`src/hw/msc_cfg.svh`:
```
// Offsets, field positions, reset values and timing counts of the soft control block
`ifndef MSC_CFG_SVH
`define MSC_CFG_SVH

`define MSC_CLK_MHZ        25
`define MSC_RST_MIN_US     10
`define MSC_RST_MIN_CYC    (`MSC_RST_MIN_US * `MSC_CLK_MHZ)
`define MSC_INIT_MAX_MS    2000
`define MSC_INIT_MAX_CYC   (`MSC_INIT_MAX_MS * 1000 * `MSC_CLK_MHZ)
`define MSC_INIT_W         26
`define MSC_LOWCNT_W       9

`define MSC_OFF_CTRL       8'h1A
`define MSC_OFF_TXF_MASK   8'h40
`define MSC_OFF_RXL_MASK   8'h41
`define MSC_OFF_PAGE       8'h7F
`define MSC_OFF_TX_DIS     8'h82
`define MSC_OFF_TX_SQ      8'h83
`define MSC_OFF_TXF        8'h87
`define MSC_OFF_RX_DIS     8'h8A
`define MSC_OFF_RX_SQ      8'h8B
`define MSC_OFF_RXL        8'h93
`define MSC_OFF_ADV_WAIT   8'h8F
`define MSC_OFF_ADV_DP     8'h90
`define MSC_OFF_ADV_PWR    8'hA7

`define MSC_PAGE_ADV       8'h01
`define MSC_PAGE_CTL       8'h10
`define MSC_PAGE_FLG       8'h11

`define MSC_BIT_SOFT_LP    6
`define MSC_BIT_SQ_MODE    5
`define MSC_BIT_FORCE_LP   4
`define MSC_BIT_SW_RST     3
`define MSC_CTRL_KEEP      8'h70
`define MSC_CTRL_RST       8'h00
`define MSC_ZERO_BYTE      8'h00

`endif

```
`src/hw/msc_pkg.sv`:
```
// Types shared by the soft control block
`include "msc_cfg.svh"
package msc_pkg;

    typedef enum logic [3:0] {
        MSC_IDLE, MSC_ADDR, MSC_ADDR_ACK, MSC_REG, MSC_REG_ACK,
        MSC_WR, MSC_WR_ACK, MSC_RD, MSC_RD_ACK
    } msc_bus_state_t;

    // Per-lane monitor conditions from the analog front end
    typedef struct packed {
        logic [7:0] tx_fault;
        logic [7:0] tx_los;
        logic [7:0] rx_los;
    } msc_lane_cond_t;

    typedef struct packed {
        logic                     scl_s1, scl_s2, scl_s3;
        logic                     sda_s1, sda_s2, sda_s3;
        logic                     sel_s1, sel_s2;
        logic                     lp_s1, lp_s2;
        logic                     rst_s1, rst_s2;
        msc_lane_cond_t           cond_s1, cond_s2;
        logic                     in_rst;
        logic [`MSC_LOWCNT_W-1:0] low_cnt;
        logic [`MSC_INIT_W-1:0]   init_cnt;
        logic [7:0]               ctrl, page, tx_dis, rx_dis;
        logic [7:0]               txf_flags, rxl_flags, txf_mask, rxl_mask;
        logic [3:0]               shutdown;
        msc_bus_state_t           bus;
        logic [7:0]               sh, ptr;
        logic [3:0]               bc;
        logic                     rw;
        logic                     sda_oe, attn_oe, drive_lo;
        logic [3:0]               tx_off;
        logic [7:0]               tx_mod_off, rx_off;
        logic                     sq_mode, low_pwr, init_busy;
    } msc_state_t;

endpackage

```
`src/hw/msc_core.sv`:
```
// Management control and status logic of the transceiver, with two-wire slave
//
// Notes on behaviour
// - Latch per-lane transmitter fault flag when laser power nears eye-safety limit.
// - A transmitter fault switches off that channel's optical output.
// - Faulted channel recovers on reset or disable toggle, if fault gone.
// - Fault flags latch and clear when the host reads them.
// - Forced power-save bit set puts the module into low power.
// - Otherwise low power needs soft power-save bit and pin both high.
// - Software reset bit with reset pin high acts as a pin reset.
// - Two electrical disable bits map to one optical source; either turns it off.
// - Receiver disable bit turns off that lane's electrical output.
// - Squelch override registers do nothing; squelch always enabled.
// - Squelched transmitter lane turns off modulation per squelch mode bit.
// - Management initialisation completes within 2000 ms of reset release.
// - Reset pin low at least 10 us starts a full module reset.
// - Flag condition sets flag and asserts attention within 200 ms.
// - Attention releases within 500 us after clear-on-read of the flag.
// - Receiver loss of signal sets its flag and attention within 100 ms.
// - Transmitter fault sets its flag and attention within 200 ms.
// - Squelch entry and exit within 15 ms receive, 400 ms transmit.
// - Transmitter disable takes effect within 100 ms, release within 400 ms.
// - Receiver disable set or clear takes effect within 100 ms.
// - Advertising page reports select wait and transition durations.
// - Attention releases only when every unmasked flag has been cleared.
`timescale 1ns/1ps
`include "msc_cfg.svh"
module msc_core #(
    parameter logic [6:0]            DEV_ADDR    = 7'h50,
    parameter logic [`MSC_INIT_W-1:0] INIT_CYCLES = `MSC_INIT_W'(`MSC_INIT_MAX_CYC),
    parameter logic [7:0]            ADV_WAIT    = 8'h00,
    parameter logic [7:0]            ADV_DP      = 8'h00,
    parameter logic [7:0]            ADV_PWR     = 8'h00
) (
    // Clock and reset
    input  wire logic                    ref_clk,
    input  wire logic                    resetn,
    // Two-wire management bus
    input  wire logic                    scl_pin,
    input  wire logic                    sda_pin_in,
    output logic                         sda_pin_out,
    output logic                         sda_pin_oe,
    // Control pins
    input  wire logic                    module_select_pin_n,
    input  wire logic                    power_save_pin,
    input  wire logic                    module_reset_pin_n,
    output logic                         attention_pin_n_out,
    output logic                         attention_pin_n_oe,
    // Optical front end
    input  wire msc_pkg::msc_lane_cond_t lane_cond,
    output logic [3:0]                   tx_optical_off,
    output logic [7:0]                   tx_mod_off,
    output logic                         squelch_mode_sel,
    output logic [7:0]                   rx_output_off,
    output logic                         low_power_mode,
    output logic                         mgmt_init_busy
);
    import msc_pkg::*;

    msc_state_t q;
    msc_state_t d;

    ////////////////////////////////////////////////////////////////////////
    function automatic logic [7:0] rd_byte(input msc_state_t s);
        logic [7:0] v;
        v = `MSC_ZERO_BYTE;
        if (s.ptr == `MSC_OFF_CTRL) begin
            v = s.ctrl;
        end else if (s.ptr == `MSC_OFF_PAGE) begin
            v = s.page;
        end else if (s.ptr == `MSC_OFF_TXF_MASK) begin
            v = s.txf_mask;
        end else if (s.ptr == `MSC_OFF_RXL_MASK) begin
            v = s.rxl_mask;
        end else if (s.page == `MSC_PAGE_CTL && s.ptr == `MSC_OFF_TX_DIS) begin
            v = s.tx_dis;
        end else if (s.page == `MSC_PAGE_CTL && s.ptr == `MSC_OFF_RX_DIS) begin
            v = s.rx_dis;
        end else if (s.page == `MSC_PAGE_FLG && s.ptr == `MSC_OFF_TXF) begin
            v = s.txf_flags;
        end else if (s.page == `MSC_PAGE_FLG && s.ptr == `MSC_OFF_RXL) begin
            v = s.rxl_flags;
        end else if (s.page == `MSC_PAGE_ADV && s.ptr == `MSC_OFF_ADV_WAIT) begin
            v = ADV_WAIT;
        end else if (s.page == `MSC_PAGE_ADV && s.ptr == `MSC_OFF_ADV_DP) begin
            v = ADV_DP;
        end else if (s.page == `MSC_PAGE_ADV && s.ptr == `MSC_OFF_ADV_PWR) begin
            v = ADV_PWR;
        end
        return v;
    endfunction

    ////////////////////////////////////////////////////////////////////////
    always_comb begin
        logic       scl_rise, scl_fall, start_c, stop_c, hold_ok, bus_ok;
        logic [7:0] clr_tx, clr_rx, v;
        scl_rise = q.scl_s2 & ~q.scl_s3;
        scl_fall = ~q.scl_s2 & q.scl_s3;
        start_c  = q.scl_s2 & q.scl_s3 & ~q.sda_s2 & q.sda_s3;
        stop_c   = q.scl_s2 & q.scl_s3 & q.sda_s2 & ~q.sda_s3;
        clr_tx   = `MSC_ZERO_BYTE;
        clr_rx   = `MSC_ZERO_BYTE;
        v        = `MSC_ZERO_BYTE;
        d        = q;

        // Two-stage synchronisers for every pin and front-end level
        d.scl_s1  = scl_pin;
        d.scl_s2  = q.scl_s1;
        d.scl_s3  = q.scl_s2;
        d.sda_s1  = sda_pin_in;
        d.sda_s2  = q.sda_s1;
        d.sda_s3  = q.sda_s2;
        d.sel_s1  = module_select_pin_n;
        d.sel_s2  = q.sel_s1;
        d.lp_s1   = power_save_pin;
        d.lp_s2   = q.lp_s1;
        d.rst_s1  = module_reset_pin_n;
        d.rst_s2  = q.rst_s1;
        d.cond_s1 = lane_cond;
        d.cond_s2 = q.cond_s1;

        // Glitches shorter than the minimum pulse are ignored
        if (q.rst_s2) begin
            d.low_cnt = '0;
        end else if (q.low_cnt != `MSC_LOWCNT_W'(`MSC_RST_MIN_CYC)) begin
            d.low_cnt = q.low_cnt + `MSC_LOWCNT_W'(1);
        end
        hold_ok = ~q.rst_s2 && q.low_cnt == `MSC_LOWCNT_W'(`MSC_RST_MIN_CYC);
        bus_ok  = ~q.in_rst && ~q.init_busy && ~q.sel_s2;

        if (q.in_rst) begin
            // Full reset: settings back to default, init restarts on release
            d.in_rst    = hold_ok;
            d.init_cnt  = INIT_CYCLES;
            d.ctrl      = `MSC_CTRL_RST;
            d.page      = `MSC_ZERO_BYTE;
            d.tx_dis    = `MSC_ZERO_BYTE;
            d.rx_dis    = `MSC_ZERO_BYTE;
            d.txf_flags = `MSC_ZERO_BYTE;
            d.rxl_flags = `MSC_ZERO_BYTE;
            d.txf_mask  = `MSC_ZERO_BYTE;
            d.rxl_mask  = `MSC_ZERO_BYTE;
            d.shutdown  = '0;
        end else begin
            d.in_rst = hold_ok;
            if (q.init_cnt != '0) begin
                d.init_cnt = q.init_cnt - `MSC_INIT_W'(1);
            end
        end

        // Two-wire slave; deselect aborts any transfer in flight
        if (!bus_ok || stop_c) begin
            d.bus    = MSC_IDLE;
            d.sda_oe = 1'b0;
        end else if (start_c) begin
            d.bus    = MSC_ADDR;
            d.bc     = '0;
            d.sda_oe = 1'b0;
        end else if (scl_rise) begin
            case (q.bus)
                MSC_ADDR, MSC_REG, MSC_WR: begin
                    d.sh = {q.sh[6:0], q.sda_s2};
                    d.bc = q.bc + 4'h1;
                end
                MSC_RD_ACK: begin
                    if (q.sda_s2) begin
                        d.bus = MSC_IDLE;
                    end
                end
                default: begin
                end
            endcase
        end else if (scl_fall) begin
            case (q.bus)
                MSC_ADDR: begin
                    if (q.bc == 4'h8 && q.sh[7:1] == DEV_ADDR) begin
                        d.bus    = MSC_ADDR_ACK;
                        d.rw     = q.sh[0];
                        d.sda_oe = 1'b1;
                    end else if (q.bc == 4'h8) begin
                        d.bus = MSC_IDLE;
                    end
                end
                MSC_REG: begin
                    if (q.bc == 4'h8) begin
                        d.ptr    = q.sh;
                        d.bus    = MSC_REG_ACK;
                        d.sda_oe = 1'b1;
                    end
                end
                MSC_REG_ACK, MSC_WR_ACK: begin
                    d.bus    = MSC_WR;
                    d.bc     = '0;
                    d.sda_oe = 1'b0;
                end
                MSC_WR: begin
                    if (q.bc == 4'h8) begin
                        d.bus    = MSC_WR_ACK;
                        d.sda_oe = 1'b1;
                        d.ptr    = q.ptr + 8'h01;
                        if (q.ptr == `MSC_OFF_CTRL) begin
                            d.ctrl = q.sh & `MSC_CTRL_KEEP;
                            if (q.sh[`MSC_BIT_SW_RST] && q.rst_s2) begin
                                d.in_rst = 1'b1;
                            end
                        end else if (q.ptr == `MSC_OFF_PAGE) begin
                            d.page = q.sh;
                        end else if (q.ptr == `MSC_OFF_TXF_MASK) begin
                            d.txf_mask = q.sh;
                        end else if (q.ptr == `MSC_OFF_RXL_MASK) begin
                            d.rxl_mask = q.sh;
                        end else if (q.page == `MSC_PAGE_CTL && q.ptr == `MSC_OFF_TX_DIS) begin
                            d.tx_dis = q.sh;
                        end else if (q.page == `MSC_PAGE_CTL && q.ptr == `MSC_OFF_RX_DIS) begin
                            d.rx_dis = q.sh;
                        end
                        // Squelch override bytes fall through: acked, not stored
                    end
                end
                MSC_ADDR_ACK, MSC_RD_ACK: begin
                    if (q.bus == MSC_RD_ACK || q.rw) begin
                        v        = rd_byte(q);
                        d.sh     = v;
                        d.bc     = '0;
                        d.bus    = MSC_RD;
                        d.sda_oe = ~v[7];
                        d.ptr    = q.ptr + 8'h01;
                        if (q.page == `MSC_PAGE_FLG && q.ptr == `MSC_OFF_TXF) begin
                            clr_tx = v;
                        end
                        if (q.page == `MSC_PAGE_FLG && q.ptr == `MSC_OFF_RXL) begin
                            clr_rx = v;
                        end
                    end else begin
                        d.bus    = MSC_REG;
                        d.bc     = '0;
                        d.sda_oe = 1'b0;
                    end
                end
                MSC_RD: begin
                    if (q.bc == 4'h7) begin
                        d.bus    = MSC_RD_ACK;
                        d.sda_oe = 1'b0;
                    end else begin
                        d.sh     = {q.sh[6:0], 1'b0};
                        d.sda_oe = ~q.sh[6];
                        d.bc     = q.bc + 4'h1;
                    end
                end
                default: begin
                end
            endcase
        end

        // Latched flags: a new event in the read cycle survives the clear
        if (!q.in_rst) begin
            d.txf_flags = (q.txf_flags & ~clr_tx) | q.cond_s2.tx_fault;
            d.rxl_flags = (q.rxl_flags & ~clr_rx) | q.cond_s2.rx_los;
            for (int l = 0; l < 4; l++) begin
                if (q.cond_s2.tx_fault[2*l +: 2] != 2'b00) begin
                    d.shutdown[l] = 1'b1;
                end else if (q.tx_dis[2*l +: 2] != 2'b00 && d.tx_dis[2*l +: 2] == 2'b00) begin
                    d.shutdown[l] = 1'b0;
                end
            end
        end

        // Outputs, each one flop behind its cause
        d.attn_oe  = ((q.txf_flags & ~q.txf_mask) | (q.rxl_flags & ~q.rxl_mask))
                     != `MSC_ZERO_BYTE;
        for (int l = 0; l < 4; l++) begin
            d.tx_off[l] = q.shutdown[l] | (q.tx_dis[2*l +: 2] != 2'b00);
        end
        d.tx_mod_off = q.cond_s2.tx_los;
        d.sq_mode    = q.ctrl[`MSC_BIT_SQ_MODE];
        d.rx_off     = q.rx_dis | q.cond_s2.rx_los;
        d.low_pwr    = q.ctrl[`MSC_BIT_FORCE_LP]
                       | (q.ctrl[`MSC_BIT_SOFT_LP] & q.lp_s2);
        d.init_busy  = q.in_rst | (q.init_cnt != '0);
        d.drive_lo   = 1'b0;
    end

    // Power-on counts as a reset, so init runs after every power-up
    always_ff @(posedge ref_clk or negedge resetn) begin
        if (!resetn) begin
            q        <= '0;
            q.in_rst <= 1'b1;
        end else begin
            q <= d;
        end
    end

    assign sda_pin_out         = q.drive_lo;
    assign sda_pin_oe          = q.sda_oe;
    assign attention_pin_n_out = q.drive_lo;
    assign attention_pin_n_oe  = q.attn_oe;
    assign tx_optical_off      = q.tx_off;
    assign tx_mod_off          = q.tx_mod_off;
    assign squelch_mode_sel    = q.sq_mode;
    assign rx_output_off       = q.rx_off;
    assign low_power_mode      = q.low_pwr;
    assign mgmt_init_busy      = q.init_busy;
endmodule

```
`config.mk`:
```
export PLATFORM = sky130hd
export DESIGN_NAME = msc_core
export DESIGN_NICKNAME = d
export VERILOG_FILES = /design/src/hw/msc_pkg.sv /design/src/hw/msc_core.sv
export VERILOG_INCLUDE_DIRS = /design/src /design/src/hw
export SDC_FILE = /design/constraint.sdc
export NUM_CORES = 1
export LEC_CHECK = 0
export ABC_AREA = 1
export BUFFER_PORTS_ARGS = -buffer_cell sky130_fd_sc_hd__buf_4
export CAP_MARGIN = 20
export CORE_MARGIN = 2
export CORE_UTILIZATION = 45
export CTS_CLUSTER_DIAMETER = 50
export CTS_CLUSTER_SIZE = 25
export DETAILED_ROUTE_END_ITERATION = 8
export GPL_TIMING_DRIVEN = 0
export HOLD_SLACK_MARGIN = 0.08
export SLEW_MARGIN = 20
export SYNTH_ARGS = -nofsm -noshare
export SYNTH_HDL_FRONTEND = slang
export SYNTH_SLANG_ARGS = --single-unit
```
`constraint.sdc`:
```
create_clock -name ref_clk -period 2.6 [get_ports ref_clk]
set_input_delay 0.26 -clock ref_clk [delete_from_list [all_inputs] [get_ports ref_clk]]
set_output_delay 0.26 -clock ref_clk [all_outputs]
set_load 0.01 [all_outputs]
```
After elaboration in Yosys (flattened, before gate mapping)
Cells that the tools add are included.
- $add $sub $neg: 4
- equal/unequal tests: 40
- multiplexer cells: 111
- bitwise gates (word level): 39
- reductions and logical operators: 52
- operator list (cell ; number):
    $mux W8 ; 40
    $mux W16 ; 13
    $mux W32 ; 6
    $mux W26 ; 3
    $mux W68 ; 1
    $mux W4 ; 14
    $and A8 B8 Y8 ; 4
    $eq A8 B8 Y1 const B ; 4
    $not A8 Y8 ; 4
    $or A8 B8 Y8 ; 4
    $reduce_bool A26 Y1 ; 1
    $sub A26 B1 Y26 const B ; 1
    $eq A8 B5 Y1 const B ; 3
    $eq A8 B7 Y1 const B ; 3
    $mux W24 ; 1
    $pmux W4 S6 ; 1
    $pmux W8 S3 ; 1
    $mux W1 ; 23
    $reduce_bool A2 Y1 ; 11
    $eq A4 B3 Y1 const B ; 5
    $mux W9 ; 2
    $pmux W8 S2 ; 1
    $reduce_and A8 Y1 ; 2
    $ne A5 B5 Y1 const B ; 3
    41 further kinds ; 95
- register bits: 214
- input port bits: 31
- logic and storage cells: 289

Depth between registers and ports, before layout
- word-level depth: 27
- gate-level depth with buffers: 19

Least setup slack after synthesis
Ideal clock, no wire load.
- path type: register to register
- start: reg q (netlist bit d[212])
- end: reg q[60] (netlist bit)
- library setup time: 124 ps
- arrival time: 1812 ps
- required time: 2476 ps
- slack: 664 ps
- cell stages (with the launch flop): 13
- path buffers: 1
- cells stage by stage: dfrtp_1 -> inv_1 -> ha_1 -> inv_1 -> nor2_2 -> nand2_1 -> nor2_2 -> buf_6 -> inv_4 -> nor2_1 -> inv_1 -> nand3_1 -> o21ai_1
- RTL lines (what ; line ; RTL):
    start: declaration ; msc_core.sv:60 ; msc_state_t q;

==> out/metrics.yaml <==
timing:
  rsz0062_at_grt: "false"
  maxSlewHeadroom_pct: 51.6
  finalMaxSlewViolations: 0
  clock.fmax_mhz: 409
  worst_pin_slew_ns: 0.726
  min_period_over_period_pct: 94.0
  post-route-min-period_ns: 2.44
  timing.hold.ws_ns: 0.240
  skew_ns: 0.0118
  finalHoldViolations: 0
  final-setup-viol-count: 0
yosys:
  ys.warnings.count: 0
  synthTopCellsByCount: "inv_1, dfrtp_1, nand2_1"
  ys_seq_area_share_pct: 51.2
  synth_cell_types: 58
  synth_area_leaders: "dfrtp_1, inv_1, nand2_1, nor2_1, nand3_1"
  syn_inst: 1250
  synth.cell_area_um2: 10500
  synth_fa_ha_area_share_pct: 1.44
  synth_top_flop_cell: "dfrtp_1"
  synth_top_cell_by_area: "dfrtp_1"
  yosys.area.top_type_share_pct: 51.0
  synth_xor_area_share_pct: 0.754
  synth_top_family_by_area: "simple AND/OR/NAND/NOR gates"
  synthMuxAreaShare_pct: 0
  synth-simple-area-share_pct: 23.2
  synth_compound_area_share_pct: 12.1
  synthMostInstantiatedCell: "inv_1"
  synthArstFlopShare_pct: 100
  synth_edf_count: 0
  ys_ff_latch: 214
  synth_area_per_cell_um2: 8.36
floorplanning:
  core_um2: 22700
  initial_core_util_pct: 46.0
  die_w_um: 156
  rows: 55
  die_area_um2: 24500
  io_pins: 58
  die_h_um: 156
critical_path:
  reg2reg_depth: 11
  critPathKind: "reg2reg"
  crit_cells: 11
  critPathBufInv: 2
  cp-end-kind: "register"
  slowest_stage: "nor4_2"
  cp.arrival_ns: 2.84
  worstSetupStartpointType: "register"
  critPathMaxFanout: 6
  path_cells: "ha_1 -> nand3_2 -> inv_1 -> nor2_2 -> nand2_4 -> clkinv_2 -> nand2_4 -> nor4_2 -> nand3_1 -> nand2_1 -> a21oi_1"
  slowest_delay_ns: 0.48
  crit_family: "simple AND/OR/NAND/NOR gates"
  required_ns: 3.00
  cp_common_cell: "nand2_4"
layout:
  fillers: 2095
  diodes: 0
  drive_gt1_share_pct: 16.1
  synthToLayoutAreaGrowth_pct: 20.5
  multi_input_area_um2: 3960
  seq_area_um2: 5360
  nets: 1411
  fin_cells: 1674
  final_area_um2: 12600
drt:
  ant_nets: 0
  viasPerCell: 5.17
  vias: 8650
  drt-initial-drc-count: 521
  drcViolationCount: 0
  post_drt_wl_per_cell_um: 16.0
  wirelength_um: 26800
  firstDrtPassIters: 5
placed_design:
  hpwl_um: 19100
  dp_cells: 1593
  port-buffer-count: 55
  place_congestion: 0.893
  dpl_cell_area_um2: 11300
grt:
  grt_pass1_wl_um: 43700
  grt_pass1_vias: 8470
  grt_usage_pct: 22.7
  grt_max_degree: 86
  antenna_found_initial: 0
  grt_overflow_total: 0
clocking:
  clk-insertion-delay-late_ns: 0.54
  cts_tree: "built"
  cts_buffers: 27
  clk_pin_slew_ns: 0.07
  cts_root_buf: "clkbuf_16"
  cts_sinks: 214
  cts_htree_levels: 1
  clockBufferDepth: 3
outcome:
  status: "completed"
power:
  power_mw: 7.84
  power_density_nw_per_um2: 623
  p_leak_nw: 6.51
  irDropWorstVdd_uv: 395
hold_path:
  min_path_type: "in2async"
job:
  cap_violations: 0
## through the flow
| stage | TNS, ns | setup WS, ns | util (%) |
|---|---|---|---|
| after floorplan | 0 | 0.664 | - |
| after global placement | -69.20 | -0.341 | 49.4 |
| after detailed placement | 0 | 0.0258 | 49.7 |
| after CTS | 0 | 0.113 | 55.3 |
| after global routing | 0 | 0.0266 | 55.4 |
| final | 0 | 0.156 | 55.4 |
## path summary, 6_finish.rpt
| path | slack (ns) | from | endpoint |
|---|---|---|---|
| max in group asynchronous | 1.59 | resetn | d[210] |
| max reg2reg | 0.16 | d[212] | q[78] |
| min | 0.24 | resetn | tx_mod_off[1] |
| min reg2reg | 0.35 | d[210] | d[209] |
| max | 0.16 | d[212] | q[78] |
| min in group ref_clk | 0.35 | d[210] | d[209] |
## registers in the layout, indices dropped and copies added, names as in the netlist
| signal | count |
|---|---|
| attention_pin_n_oe | 1 |
| low_power_mode | 1 |
| d | 40 |
| mgmt_init_busy | 1 |
| rx_output_off | 8 |
| q | 149 |
| tx_optical_off | 4 |
| squelch_mode_sel | 1 |
| sda_pin_oe | 1 |
| tx_mod_off | 8 |
## power breakdown
group          switching [mW]  internal [mW]  total, mW
registers              0.0833           3.42       3.50
logic                   0.258          0.161      0.419
clock network            1.65           2.26       3.92
total                    1.99           5.85       7.84
## area by class of cell
type                    count  area share [%]
flip-flops and latches    214            42.5
multi-input cells         760            31.4
inverters                 233            7.03
repair buffers             88            6.22
clock buffers              31            5.64
well taps                 285            2.83
plain buffers              44            2.33
clock inverters            19            1.97
## layer usage
layer / track usage [%] / part of all wire, % / up-vias
met5: 0 / 0 / -
met4: 7.82 / 3.4 / 0
met3: 3.43 / 5.9 / 58
met2: 35.9 / 45 / 258
met1: 31.9 / 46 / 4115
li1: - / - / 4219
## cells in the final DEF (no fill, tap or decap), drive strengths merged, types with 12 or more instances in the layout
cell type / Yosys / routed
o21ai: 87 / 87
nand3: 92 / 92
clkbuf: 7 / 38
o22ai: 25 / 25
dlygate4sd3: 0 / 30
ha: 12 / 12
nand2: 228 / 228
nor2: 146 / 146
nor3: 21 / 21
buf: 37 / 95
inv: 229 / 239
nand4: 17 / 17
dfrtp: 213 / 213
a21oi: 76 / 76
## cell families after synthesis
kind of cell,after synthesis
AOI/OAI and AO/OA,220
xor gates and xnor gates,9
adders and majority gates,12
buffers and inverters,277
DFF,214
other,1
and+or+nand+nor,517
## what timing repair did
item,4_1_cts,5_1_grt
gates resized for setup,1,7
hold buffers,30,0
pin swaps,0,1
setup endpoints to repair,1,16
endpoints found under the hold margin,83,0
setup buffers,0,1
## worst reg2reg max path, cell delays in order (launching register included)
cell and delay, ns:
dfrtp_1 0.41, ha_1 0.25, nand3_2 0.17, inv_1 0.08, nor2_2 0.23, nand2_4 0.11, clkinv_2 0.10, nand2_4 0.10
nor4_2 0.48, nand3_1 0.21, nand2_1 0.10, a21oi_1 0.06
Power figures use the tool's default switching activity.
